===== src/hdl/tick_timer_pkg.sv =====
// Purpose: Constants shared by the system tick timer files
// Assumes: 32-bit word registers at byte offsets within the private peripheral block
// Notes:   Offsets are the low 16 bits of the byte address
package tick_timer_pkg;
	localparam logic [31:0] PERIPH_BASE       = 32'hE000_0000;
	localparam logic [15:0] OFS_CONTROL       = 16'hE010;
	localparam logic [15:0] OFS_RELOAD        = 16'hE014;
	localparam logic [15:0] OFS_CURRENT       = 16'hE018;
	localparam logic [15:0] OFS_CALIB         = 16'hE01C;
	localparam logic [15:0] OFS_IRQ_STATUS    = 16'hE020;
	localparam logic [15:0] OFS_IRQ_CLEAR     = 16'hE024;
	localparam logic [15:0] OFS_IRQ_ENABLE    = 16'hE028;
	localparam int          BIT_ENABLE        = 0;
	localparam int          BIT_EXC_ENABLE    = 1;
	localparam int          BIT_SOURCE        = 2;
	localparam int          BIT_ZERO_FLAG     = 16;
	localparam int          BIT_NO_REF        = 31;
	localparam int          BIT_SKEW          = 30;
	localparam int          COUNT_WIDTH       = 24;
	localparam logic [2:0]  CONTROL_RESET     = 3'h0;
	localparam logic [23:0] COUNT_RESET       = 24'h000000;
	localparam int          IRQ_BITS          = 2;
	localparam int          IRQ_BIT_ZERO      = 0;
	localparam int          IRQ_BIT_CLEARED   = 1;
	localparam real         CLOCK_MHZ         = 40.0;
	localparam real         REF_TICK_US       = 1.0;
	localparam int          REF_TICK_CYCLES   = int'(REF_TICK_US * CLOCK_MHZ);
	localparam real         CALIB_PERIOD_MS   = 10.0;
	typedef enum logic [0:0] {
		CNT_IDLE = 1'b0,
		CNT_RUN  = 1'b1
	} count_state_t;
endpackage


===== src/hdl/tick_reg_if.sv =====
// Purpose: Carries the enable and source bits, reload value, reference tick and clear strobe to the counter core, and the count and zero event back
// Assumes: One clock domain
// Notes:   Strobes are single-cycle pulses
`timescale 1ns/1ps
`default_nettype none
interface tick_reg_if;
	logic        enable;
	logic        useCpuClock;
	logic        refTick;
	logic [23:0] reloadValue;
	logic        clearCount;
	logic [23:0] count;
	logic        zeroEvent;
	modport host (output enable, output useCpuClock, output refTick, output reloadValue,
		output clearCount, input count, input zeroEvent);
	modport core (input enable, input useCpuClock, input refTick, input reloadValue,
		input clearCount, output count, output zeroEvent);
endinterface
`default_nettype wire


===== src/hdl/system_tick_timer.sv =====
// Purpose: System tick timer with control, reload, current value and calibration registers
// Assumes: Word access only; address carries the low 16 bits of the byte address
// Notes:   Read data appear the cycle after the read strobe and only then
//
// Function
// Control sits at 0xE010, reload at 0xE014, current value at 0xE018, calibration at 0xE01C.
// Control bit 0 enables counting.
// Control bit 1 lets the 1 to 0 step raise the exception request.
// Control bit 2 picks the reference tick when 0 and the processor clock when 1.
// With no reference tick present, the source bit is forced to 1 and reads as one.
// Status bit 16 shows a zero reached since the last read, and each read clears it.
// Reload holds 24 bits that are copied into the counter after it reaches zero.
// Flag and request fire only on the step from 1 to 0, so reload 0 gives neither.
// Software programs N-1 for a period of N counting clocks.
// Software programs reload and clears the counter before enabling it.
// Current value reads the live count; any write clears it and the zero flag.
// Calibration bits 23:0 report a read-only reload for a 10 ms period, 0 if unknown.
// Calibration bit 30 reads 1 when that 10 ms value is inexact.
// On the reference source the count advances only on the 1 us enable pulse.
// Enabled, the count steps down once per tick and reloads on the tick after zero.
// Reserved bits of the four timer registers read zero and ignore writes.
//
// The strobed register port was chosen for this implementation.
`timescale 1ns/1ps
`default_nettype none
module system_tick_timer #(
	parameter logic        NO_REFERENCE  = 1'b0,
	parameter logic        CALIB_SKEW    = 1'b0,
	parameter logic [23:0] CALIB_RELOAD  = 24'h000000
) (
	// Clock and reset
	input  wire logic        clk,
	input  wire logic        rst,
	// Register port
	input  wire logic [15:0] addr,
	input  wire logic [31:0] wrData,
	input  wire logic        wrStrobe,
	input  wire logic        rdStrobe,
	output logic      [31:0] rdData,
	// Reference tick, one cycle per microsecond
	input  wire logic        refTick,
	// Exception request and block interrupt
	output logic             exceptionRequest,
	output logic             irq
);
	tick_reg_if regs ();

	logic        enableReg;
	logic        excEnableReg;
	logic        sourceReg;
	logic [23:0] reloadReg;
	logic        zeroFlagReg;
	logic        excPendingReg;
	logic [1:0]  irqStatusReg;
	logic [1:0]  irqEnableReg;
	logic [31:0] rdDataNext;
	logic        wrControl;
	logic        wrReload;
	logic        wrCurrent;
	logic        rdControl;
	logic        wrIrqClear;
	logic        wrIrqEnable;
	logic        sourceNow;

	function automatic logic hit(input logic [15:0] a, input logic [15:0] ofs);
		hit = (a == ofs);
	endfunction

	assign wrControl   = wrStrobe && hit(addr, tick_timer_pkg::OFS_CONTROL);
	assign wrReload    = wrStrobe && hit(addr, tick_timer_pkg::OFS_RELOAD);
	assign wrCurrent   = wrStrobe && hit(addr, tick_timer_pkg::OFS_CURRENT);
	assign rdControl   = rdStrobe && hit(addr, tick_timer_pkg::OFS_CONTROL);
	assign wrIrqClear  = wrStrobe && hit(addr, tick_timer_pkg::OFS_IRQ_CLEAR);
	assign wrIrqEnable = wrStrobe && hit(addr, tick_timer_pkg::OFS_IRQ_ENABLE);

	// Source bit is stuck at one when there is no reference tick
	assign sourceNow = NO_REFERENCE ? 1'b1 : sourceReg;

	assign regs.enable      = enableReg;
	assign regs.useCpuClock = sourceNow;
	assign regs.refTick     = refTick;
	assign regs.reloadValue = reloadReg;
	assign regs.clearCount  = wrCurrent;

	tick_counter_core u_core (
		.clk  (clk),
		.rst  (rst),
		.regs (regs)
	);

	always_ff @(posedge clk) begin
		if (rst) begin
			enableReg    <= tick_timer_pkg::CONTROL_RESET[tick_timer_pkg::BIT_ENABLE];
			excEnableReg <= tick_timer_pkg::CONTROL_RESET[tick_timer_pkg::BIT_EXC_ENABLE];
			sourceReg    <= tick_timer_pkg::CONTROL_RESET[tick_timer_pkg::BIT_SOURCE];
		end else if (wrControl) begin
			enableReg    <= wrData[tick_timer_pkg::BIT_ENABLE];
			excEnableReg <= wrData[tick_timer_pkg::BIT_EXC_ENABLE];
			sourceReg    <= wrData[tick_timer_pkg::BIT_SOURCE];
		end
	end

	always_ff @(posedge clk) begin
		if (rst) begin
			reloadReg <= tick_timer_pkg::COUNT_RESET;
		end else if (wrReload) begin
			reloadReg <= wrData[23:0];
		end
	end

	// Set wins over the read clear; a counter clear also drops the flag
	always_ff @(posedge clk) begin
		if (rst) begin
			zeroFlagReg <= 1'b0;
		end else if (regs.zeroEvent) begin
			zeroFlagReg <= 1'b1;
		end else if (rdControl || wrCurrent) begin
			zeroFlagReg <= 1'b0;
		end
	end

	// Exception request stays up until a control read, a current value write or clearing control bit 1
	always_ff @(posedge clk) begin
		if (rst) begin
			excPendingReg <= 1'b0;
		end else if (regs.zeroEvent && excEnableReg) begin
			excPendingReg <= 1'b1;
		end else if (rdControl || wrCurrent || !excEnableReg) begin
			excPendingReg <= 1'b0;
		end
	end
	assign exceptionRequest = excPendingReg;

	// Block interrupt: sticky status, write-one clear, enable
	always_ff @(posedge clk) begin
		if (rst) begin
			irqStatusReg <= 2'h0;
		end else begin
			irqStatusReg <= (irqStatusReg & ~(wrIrqClear ? wrData[1:0] : 2'h0))
				| {wrCurrent, regs.zeroEvent};
		end
	end

	always_ff @(posedge clk) begin
		if (rst) begin
			irqEnableReg <= 2'h0;
		end else if (wrIrqEnable) begin
			irqEnableReg <= wrData[1:0];
		end
	end
	assign irq = |(irqStatusReg & irqEnableReg);

	always_comb begin
		rdDataNext = 32'h0000_0000;
		case (addr)
			tick_timer_pkg::OFS_CONTROL: begin
				rdDataNext[tick_timer_pkg::BIT_ENABLE]     = enableReg;
				rdDataNext[tick_timer_pkg::BIT_EXC_ENABLE] = excEnableReg;
				rdDataNext[tick_timer_pkg::BIT_SOURCE]     = sourceNow;
				rdDataNext[tick_timer_pkg::BIT_ZERO_FLAG]  = zeroFlagReg;
			end
			tick_timer_pkg::OFS_RELOAD: begin
				rdDataNext[23:0] = reloadReg;
			end
			tick_timer_pkg::OFS_CURRENT: begin
				rdDataNext[23:0] = regs.count;
			end
			tick_timer_pkg::OFS_CALIB: begin
				rdDataNext[tick_timer_pkg::BIT_NO_REF] = NO_REFERENCE;
				rdDataNext[tick_timer_pkg::BIT_SKEW]   = CALIB_SKEW;
				rdDataNext[23:0]                       = CALIB_RELOAD;
			end
			tick_timer_pkg::OFS_IRQ_STATUS: begin
				rdDataNext[1:0] = irqStatusReg;
			end
			tick_timer_pkg::OFS_IRQ_ENABLE: begin
				rdDataNext[1:0] = irqEnableReg;
			end
			default: begin
				rdDataNext = 32'h0000_0000;
			end
		endcase
	end

	always_ff @(posedge clk) begin
		if (rst) begin
			rdData <= 32'h0000_0000;
		end else if (rdStrobe) begin
			rdData <= rdDataNext;
		end else begin
			rdData <= 32'h0000_0000;
		end
	end

	property p_flag_on_zero;
		@(posedge clk) disable iff (rst)
		regs.zeroEvent |=> zeroFlagReg;
	endproperty
	a_flag_on_zero: assert property (p_flag_on_zero) else $error("zero flag not set");

	property p_read_clears;
		@(posedge clk) disable iff (rst)
		(rdControl && !regs.zeroEvent) |=> (!zeroFlagReg && rdData[16] == $past(zeroFlagReg));
	endproperty
	a_read_clears: assert property (p_read_clears) else $error("read did not return and clear flag");

	property p_exc_needs_enable;
		@(posedge clk) disable iff (rst)
		$rose(exceptionRequest) |-> ($past(excEnableReg) && $past(regs.zeroEvent));
	endproperty
	a_exc_needs_enable: assert property (p_exc_needs_enable) else $error("request without enable");

	property p_current_clear;
		@(posedge clk) disable iff (rst)
		(wrCurrent && !regs.zeroEvent) |=> (regs.count == 24'h000000 && !zeroFlagReg);
	endproperty
	a_current_clear: assert property (p_current_clear) else $error("current write did not clear");

	property p_source_forced;
		@(posedge clk) disable iff (rst)
		(rdStrobe && addr == tick_timer_pkg::OFS_CONTROL && NO_REFERENCE) |=> rdData[2];
	endproperty
	a_source_forced: assert property (p_source_forced) else $error("source bit not forced");

	property p_reload_held;
		@(posedge clk) disable iff (rst)
		wrReload |=> (reloadReg == $past(wrData[23:0]));
	endproperty
	a_reload_held: assert property (p_reload_held) else $error("reload not stored");

	property p_reserved_zero;
		@(posedge clk) disable iff (rst)
		rdStrobe && addr == tick_timer_pkg::OFS_RELOAD |=> rdData[31:24] == 8'h00;
	endproperty
	a_reserved_zero: assert property (p_reserved_zero) else $error("reserved bits not zero");

	property p_calib_read;
		@(posedge clk) disable iff (rst)
		rdStrobe && addr == tick_timer_pkg::OFS_CALIB |=> (rdData[23:0] == CALIB_RELOAD && rdData[30] == CALIB_SKEW);
	endproperty
	a_calib_read: assert property (p_calib_read) else $error("calibration read wrong");

	// Exception request handling
	property p_exc_clear_on_read;
		@(posedge clk) disable iff (rst)
		(rdControl && !regs.zeroEvent) |=> !exceptionRequest;
	endproperty
	a_exc_clear_on_read: assert property (p_exc_clear_on_read) else $error("request not acknowledged");

	property p_no_exc_disabled;
		@(posedge clk) disable iff (rst)
		!excEnableReg |=> !exceptionRequest;
	endproperty
	a_no_exc_disabled: assert property (p_no_exc_disabled) else $error("request while disabled");

	property p_exc_on_zero;
		@(posedge clk) disable iff (rst)
		(regs.zeroEvent && excEnableReg) |=> exceptionRequest;
	endproperty
	a_exc_on_zero: assert property (p_exc_on_zero) else $error("request not raised");

	// Control register storage
	property p_enable_store;
		@(posedge clk) disable iff (rst)
		wrControl |=> (enableReg == $past(wrData[0]));
	endproperty
	a_enable_store: assert property (p_enable_store) else $error("enable bit not stored");

	property p_source_store;
		@(posedge clk) disable iff (rst)
		(wrControl && !NO_REFERENCE) |=> (regs.useCpuClock == $past(wrData[2]));
	endproperty
	a_source_store: assert property (p_source_store) else $error("source bit not stored");

	property p_source_stuck;
		@(posedge clk) disable iff (rst)
		NO_REFERENCE |-> regs.useCpuClock;
	endproperty
	a_source_stuck: assert property (p_source_stuck) else $error("source bit not stuck at one");

	// Read port
	property p_rd_idle_zero;
		@(posedge clk) disable iff (rst)
		!rdStrobe |=> (rdData == 32'h0000_0000);
	endproperty
	a_rd_idle_zero: assert property (p_rd_idle_zero) else $error("read data outside read cycle");

	property p_current_read;
		@(posedge clk) disable iff (rst)
		(rdStrobe && addr == tick_timer_pkg::OFS_CURRENT) |=> (rdData == {8'h00, $past(regs.count)});
	endproperty
	a_current_read: assert property (p_current_read) else $error("current value read wrong");

	property p_control_reserved;
		@(posedge clk) disable iff (rst)
		(rdStrobe && addr == tick_timer_pkg::OFS_CONTROL) |=> (rdData[31:17] == 15'h0000 && rdData[15:3] == 13'h0000);
	endproperty
	a_control_reserved: assert property (p_control_reserved) else $error("control reserved bits set");

	property p_calib_reserved;
		@(posedge clk) disable iff (rst)
		(rdStrobe && addr == tick_timer_pkg::OFS_CALIB) |=> (rdData[29:24] == 6'h00 && rdData[31] == NO_REFERENCE);
	endproperty
	a_calib_reserved: assert property (p_calib_reserved) else $error("calibration upper bits wrong");

	property p_reload_read;
		@(posedge clk) disable iff (rst)
		(rdStrobe && addr == tick_timer_pkg::OFS_RELOAD) |=> (rdData[23:0] == $past(reloadReg));
	endproperty
	a_reload_read: assert property (p_reload_read) else $error("reload read wrong");

	// Zero flag only moves on its own events
	property p_flag_needs_event;
		@(posedge clk) disable iff (rst)
		$rose(zeroFlagReg) |-> $past(regs.zeroEvent);
	endproperty
	a_flag_needs_event: assert property (p_flag_needs_event) else $error("flag set without zero event");

	property p_flag_hold;
		@(posedge clk) disable iff (rst)
		(!regs.zeroEvent && !rdControl && !wrCurrent) |=> (zeroFlagReg == $past(zeroFlagReg));
	endproperty
	a_flag_hold: assert property (p_flag_hold) else $error("flag changed without cause");
endmodule
`default_nettype wire


===== src/hdl/tick_counter_core.sv =====
// Purpose: 24-bit down counter with reload
// Assumes: refTick is a one-cycle pulse synchronous to clk
// Notes:   zeroEvent pulses on the 1 to 0 step only
`timescale 1ns/1ps
`default_nettype none
module tick_counter_core (
	// Clock and reset
	input  wire logic clk,
	input  wire logic rst,
	// Register side
	tick_reg_if.core  regs
);
	logic [23:0] countReg;
	logic [23:0] countNext;
	logic        step;
	tick_timer_pkg::count_state_t stateReg;

	assign step = regs.enable && (regs.useCpuClock || regs.refTick);
	assign regs.count = countReg;

	always_comb begin
		countNext = countReg;
		if (countReg == 24'h000000) begin
			countNext = regs.reloadValue;
		end else begin
			countNext = countReg - 24'h000001;
		end
	end

	always_ff @(posedge clk) begin
		if (rst) begin
			countReg <= tick_timer_pkg::COUNT_RESET;
		end else if (regs.clearCount) begin
			countReg <= 24'h000000;
		end else if (step) begin
			countReg <= countNext;
		end
	end

	always_ff @(posedge clk) begin
		if (rst) begin
			regs.zeroEvent <= 1'b0;
		end else begin
			regs.zeroEvent <= step && !regs.clearCount && (countReg == 24'h000001);
		end
	end

	always_ff @(posedge clk) begin
		if (rst) begin
			stateReg <= tick_timer_pkg::CNT_IDLE;
		end else begin
			case (stateReg)
				tick_timer_pkg::CNT_IDLE: begin
					if (regs.enable) begin
						stateReg <= tick_timer_pkg::CNT_RUN;
					end
				end
				tick_timer_pkg::CNT_RUN: begin
					if (!regs.enable) begin
						stateReg <= tick_timer_pkg::CNT_IDLE;
					end
				end
				default: begin
					stateReg <= tick_timer_pkg::CNT_IDLE;
				end
			endcase
		end
	end

	property p_reload_after_zero;
		@(posedge clk) disable iff (rst)
		(step && !regs.clearCount && countReg == 24'h000000) |=> (countReg == $past(regs.reloadValue));
	endproperty
	a_reload_after_zero: assert property (p_reload_after_zero) else $error("no reload after zero");

	property p_hold_disabled;
		@(posedge clk) disable iff (rst)
		(!regs.enable && !regs.clearCount) |=> $stable(countReg);
	endproperty
	a_hold_disabled: assert property (p_hold_disabled) else $error("count moved while disabled");

	property p_ref_only;
		@(posedge clk) disable iff (rst)
		(regs.enable && !regs.useCpuClock && !regs.refTick && !regs.clearCount) |=> $stable(countReg);
	endproperty
	a_ref_only: assert property (p_ref_only) else $error("count moved without reference tick");

	property p_zero_cause;
		@(posedge clk) disable iff (rst)
		regs.zeroEvent |-> ($past(countReg) == 24'h000001 && countReg == 24'h000000);
	endproperty
	a_zero_cause: assert property (p_zero_cause) else $error("zero event without 1 to 0 step");
endmodule
`default_nettype wire


===== config.mk =====
export PLATFORM = sky130hd
export DESIGN_NAME = system_tick_timer
export DESIGN_NICKNAME = d
export VERILOG_FILES = /design/src/hdl/tick_timer_pkg.sv /design/src/hdl/tick_reg_if.sv /design/src/hdl/system_tick_timer.sv /design/src/hdl/tick_counter_core.sv
export SDC_FILE = /design/constraint.sdc
export NUM_CORES = 1
export LEC_CHECK = 0
export BUFFER_PORTS_ARGS = -buffer_cell sky130_fd_sc_hd__buf_2
export CAP_MARGIN = 0
export CORE_MARGIN = 5
export CORE_UTILIZATION = 24
export DETAILED_ROUTE_END_ITERATION = 7
export PLACE_DENSITY = 0.52
export SLEW_MARGIN = 15
export SYNTH_ARGS = -nofsm -noshare
export SYNTH_HDL_FRONTEND = slang
export SYNTH_SLANG_ARGS = --single-unit
export TNS_END_PERCENT = 10

===== constraint.sdc =====
create_clock -name clk -period 3.17 [get_ports clk]
set_clock_uncertainty 0.15 [all_clocks]
set_input_delay 0.4755 -clock clk [delete_from_list [all_inputs] [get_ports clk]]
set_output_delay 0.4755 -clock clk [all_outputs]
set_load 0.005 [all_outputs]

==> results.cfg <==
[yosys]
async_reset_ff_share_pct = 0
ys_seq_elements = 82
syn_area_per_cell_um2 = 8.228
yosysWarnings = 0
synthCells = 460
synth.distinct_cells = 58
yosysTopAreaCell = dfxtp_1
netlist.area_leader.share_pct = 43.37
yosys-top-cells-area = dfxtp_1, nand2_1, a21oi_1, a22oi_1, nor2_1
synthTopCellsByCount = dfxtp_1, nand2_1, nor2_1, a21oi_1, a22oi_1
ys_seq_area_share_pct = 43.37
synth_edf_count = 0
netlist_area_um2 = 3785
synth_top_flop_cell = dfxtp_1
yosysMostFrequentCell = dfxtp_1

[setup_path]
crit_required_ns = 3.25
r2r_end = u_core.regs.count[14]
worst_setup_path_end_kind = register
critPathKind = register to register
r2r-start = u_core.regs.count[0]
arrival_ns = 2.57
cp_max_fo = 6
rrSetupSlack_ns = 0.68
startpoint_type = register
r2r_cells = 7

[clock_network]
cts.clk_slew.worst_paths_ns = 0.06
post_cts_buffers = 0
cts_buffer_depth = 2
htreeDepth = 3
cts.sinks = 82
cts-root-buf = clkbuf_16
holdBufCountCts = 0
cts_tree = yes
clk_latency_ns = 0.35
cts_inserted_buffers = 9
post_cts_resize_count = 0

[min_path]
min-delay-start = wrData[5]
hold_depth = 3
min_to = regs.reloadValue[5]
hold_class = primary input to register

[timing]
hold_slack_ns = 0.2211
timing.final.crit_period_ns = 2.491
clock.fmax_ghz = 0.4014
slew_viol_final = 0
period_share_pct = 78.58
finalHoldViolCount = 0
finalSetupTns_ns = 0
finalWorstSetupSlack_ns = 0.6789
worst_slew_pin_slew_ns = 0.8460
rsz0062_at_grt = no
finalSetupViolCount = 0
slew_headroom_pct = 42.80

[detailed_routing]
viasPerCell = 4.916
highest_layer = met4
drt_pass1_iterations = 5
drt_iter0_drc = 239
wire_per_inst_um = 14.95
wl_met1_um = 4861
drc = 0
wl_met2_um = 5325
wl_met3_um = 721
wl_um = 11080
drtAntennaViolNets = 0
vias = 3643

[layout]
fin_cells = 741
final_util_pct = 29.55
nFillCells = 1729
n_antenna_cell = 0
area_growth_pct = 22.21
drive_above_1_share_pct = 20.00
nNetsFinal = 576
postLayoutCellArea_um2 = 4626

[power_and_ir_drop]
cellLeakagePower_nw = 1.650
p_total_mw = 2.173
powerDensity_nw_per_um2 = 469.7
ir_worst_vdd_mv = 0.2309

[floorplan]
core_area_um2 = 15660
dieArea_um2 = 18380
rows = 46
initial_core_util_pct = 24.18
die_y_um = 135.6
io_pins = 87
fp.dieW_um = 135.6

[grt]
gr-usage-all-layers_pct = 12.63
grt_pass1_vias = 3718
grt_max_degree = 37
antenna_found_initial = 0
grt_pass1_wl_um = 18450
overflow = 0

[status]
status = finished clean

[placement]
placed_cell_area_um2 = 4319
dp_hpwl_um = 7907
dpl_worst_slack_ns = 0.6798
port_buffers = 70
place_inst = 725
globalplace.congestion = 0.8482

[job]
max_cap_viol_count = 0
report_power, final:
part	total [mW]	internal [mW]	switching [mW]
combinational	0.0673	0.0269	0.0404
sequential	1.03	1.03	0.00000428
clock	1.08	0.652	0.423
total	2.17	1.71	0.464
worst max-delay path: stages, from the launching register on:
cell and delay, ns:
dfxtp_1 0.39, inv_1 0.13, ha_1 0.22, nor3b_2 0.35, nand4_1 0.33, nor3_1 0.29, a211oi_1 0.09, a2111oi_1 0.42
routing by layer:
layer  vias to the layer above  global-route usage [%]
li1                       1784                       -
met1                      1738                   15.63
met2                       105                   20.77
met3                        16                   4.086
met4                         0                   4.199
met5                         -                       0
kinds of logic after synthesis:
logic type	count (synthesis)	synth area share [%]
and+or+nand+nor	181	24.07
AOI/OAI and AO/OA	135	23.67
DFF	82	43.37
buffers and inverters	53	6.446
muxes	5	1.355
adders and majority gates	3	0.9918
other	1	0.09908
placed cells by master (no fill, tap or decap), types with 10 or more instances in the layout:
| master | netlist | final |
|---|---|---|
| a22oi_1 | 25 | 25 |
| nand2_1 | 68 | 68 |
| buf_4 | 8 | 10 |
| a21oi_1 | 39 | 39 |
| o21ai_1 | 10 | 10 |
| nand4_1 | 11 | 11 |
| dfxtp_1 | 82 | 82 |
| buf_2 | 12 | 70 |
| nor2_1 | 41 | 41 |
| inv_1 | 15 | 15 |
| nand3_1 | 15 | 15 |
layout make-up:
class                      instances  area (µm²)  area share [%]
inverter                          15       56.30           1.217
clock inverter                     4       50.05           1.082
timing repair buffer              80       425.4           9.197
clock buffer                      12       256.5           5.545
multi-input combinational        332        1926           41.63
tap                              216       270.3           5.843
sequential                        82        1642           35.49
registers in the layout, summed over array words and instances, names as in the netlist:
| name | count |
|---|---|
| excEnableReg | 1 |
| regs.reloadValue | 24 |
| u_core.regs.zeroEvent | 1 |
| exceptionRequest | 1 |
| regs.useCpuClock | 1 |
| irqEnableReg | 2 |
| enableReg | 1 |
| rdData | 24 |
| zeroFlagReg | 1 |
| irqStatusReg | 2 |
| u_core.regs.count | 24 |
worst max-delay path by stage:
| stage | to | start | slack [ns] |
|---|---|---|---|
| 2_1_floorplan | u_core.regs.count[23] | addr[7] | 1.14 |
| 3_3_place_gp | rdData[0] | addr[1] | 0.68 |
| 3_5_place_dp | rdData[0] | addr[1] | 0.68 |
| 4_1_cts | u_core.regs.count[7] | u_core.regs.count[13] | 0.67 |
| 5_1_grt | u_core.regs.count[14] | u_core.regs.count[0] | 0.41 |
| 6_report | u_core.regs.count[14] | u_core.regs.count[0] | 0.68 |
No activity file was read; power rests on OpenSTA's default activity.
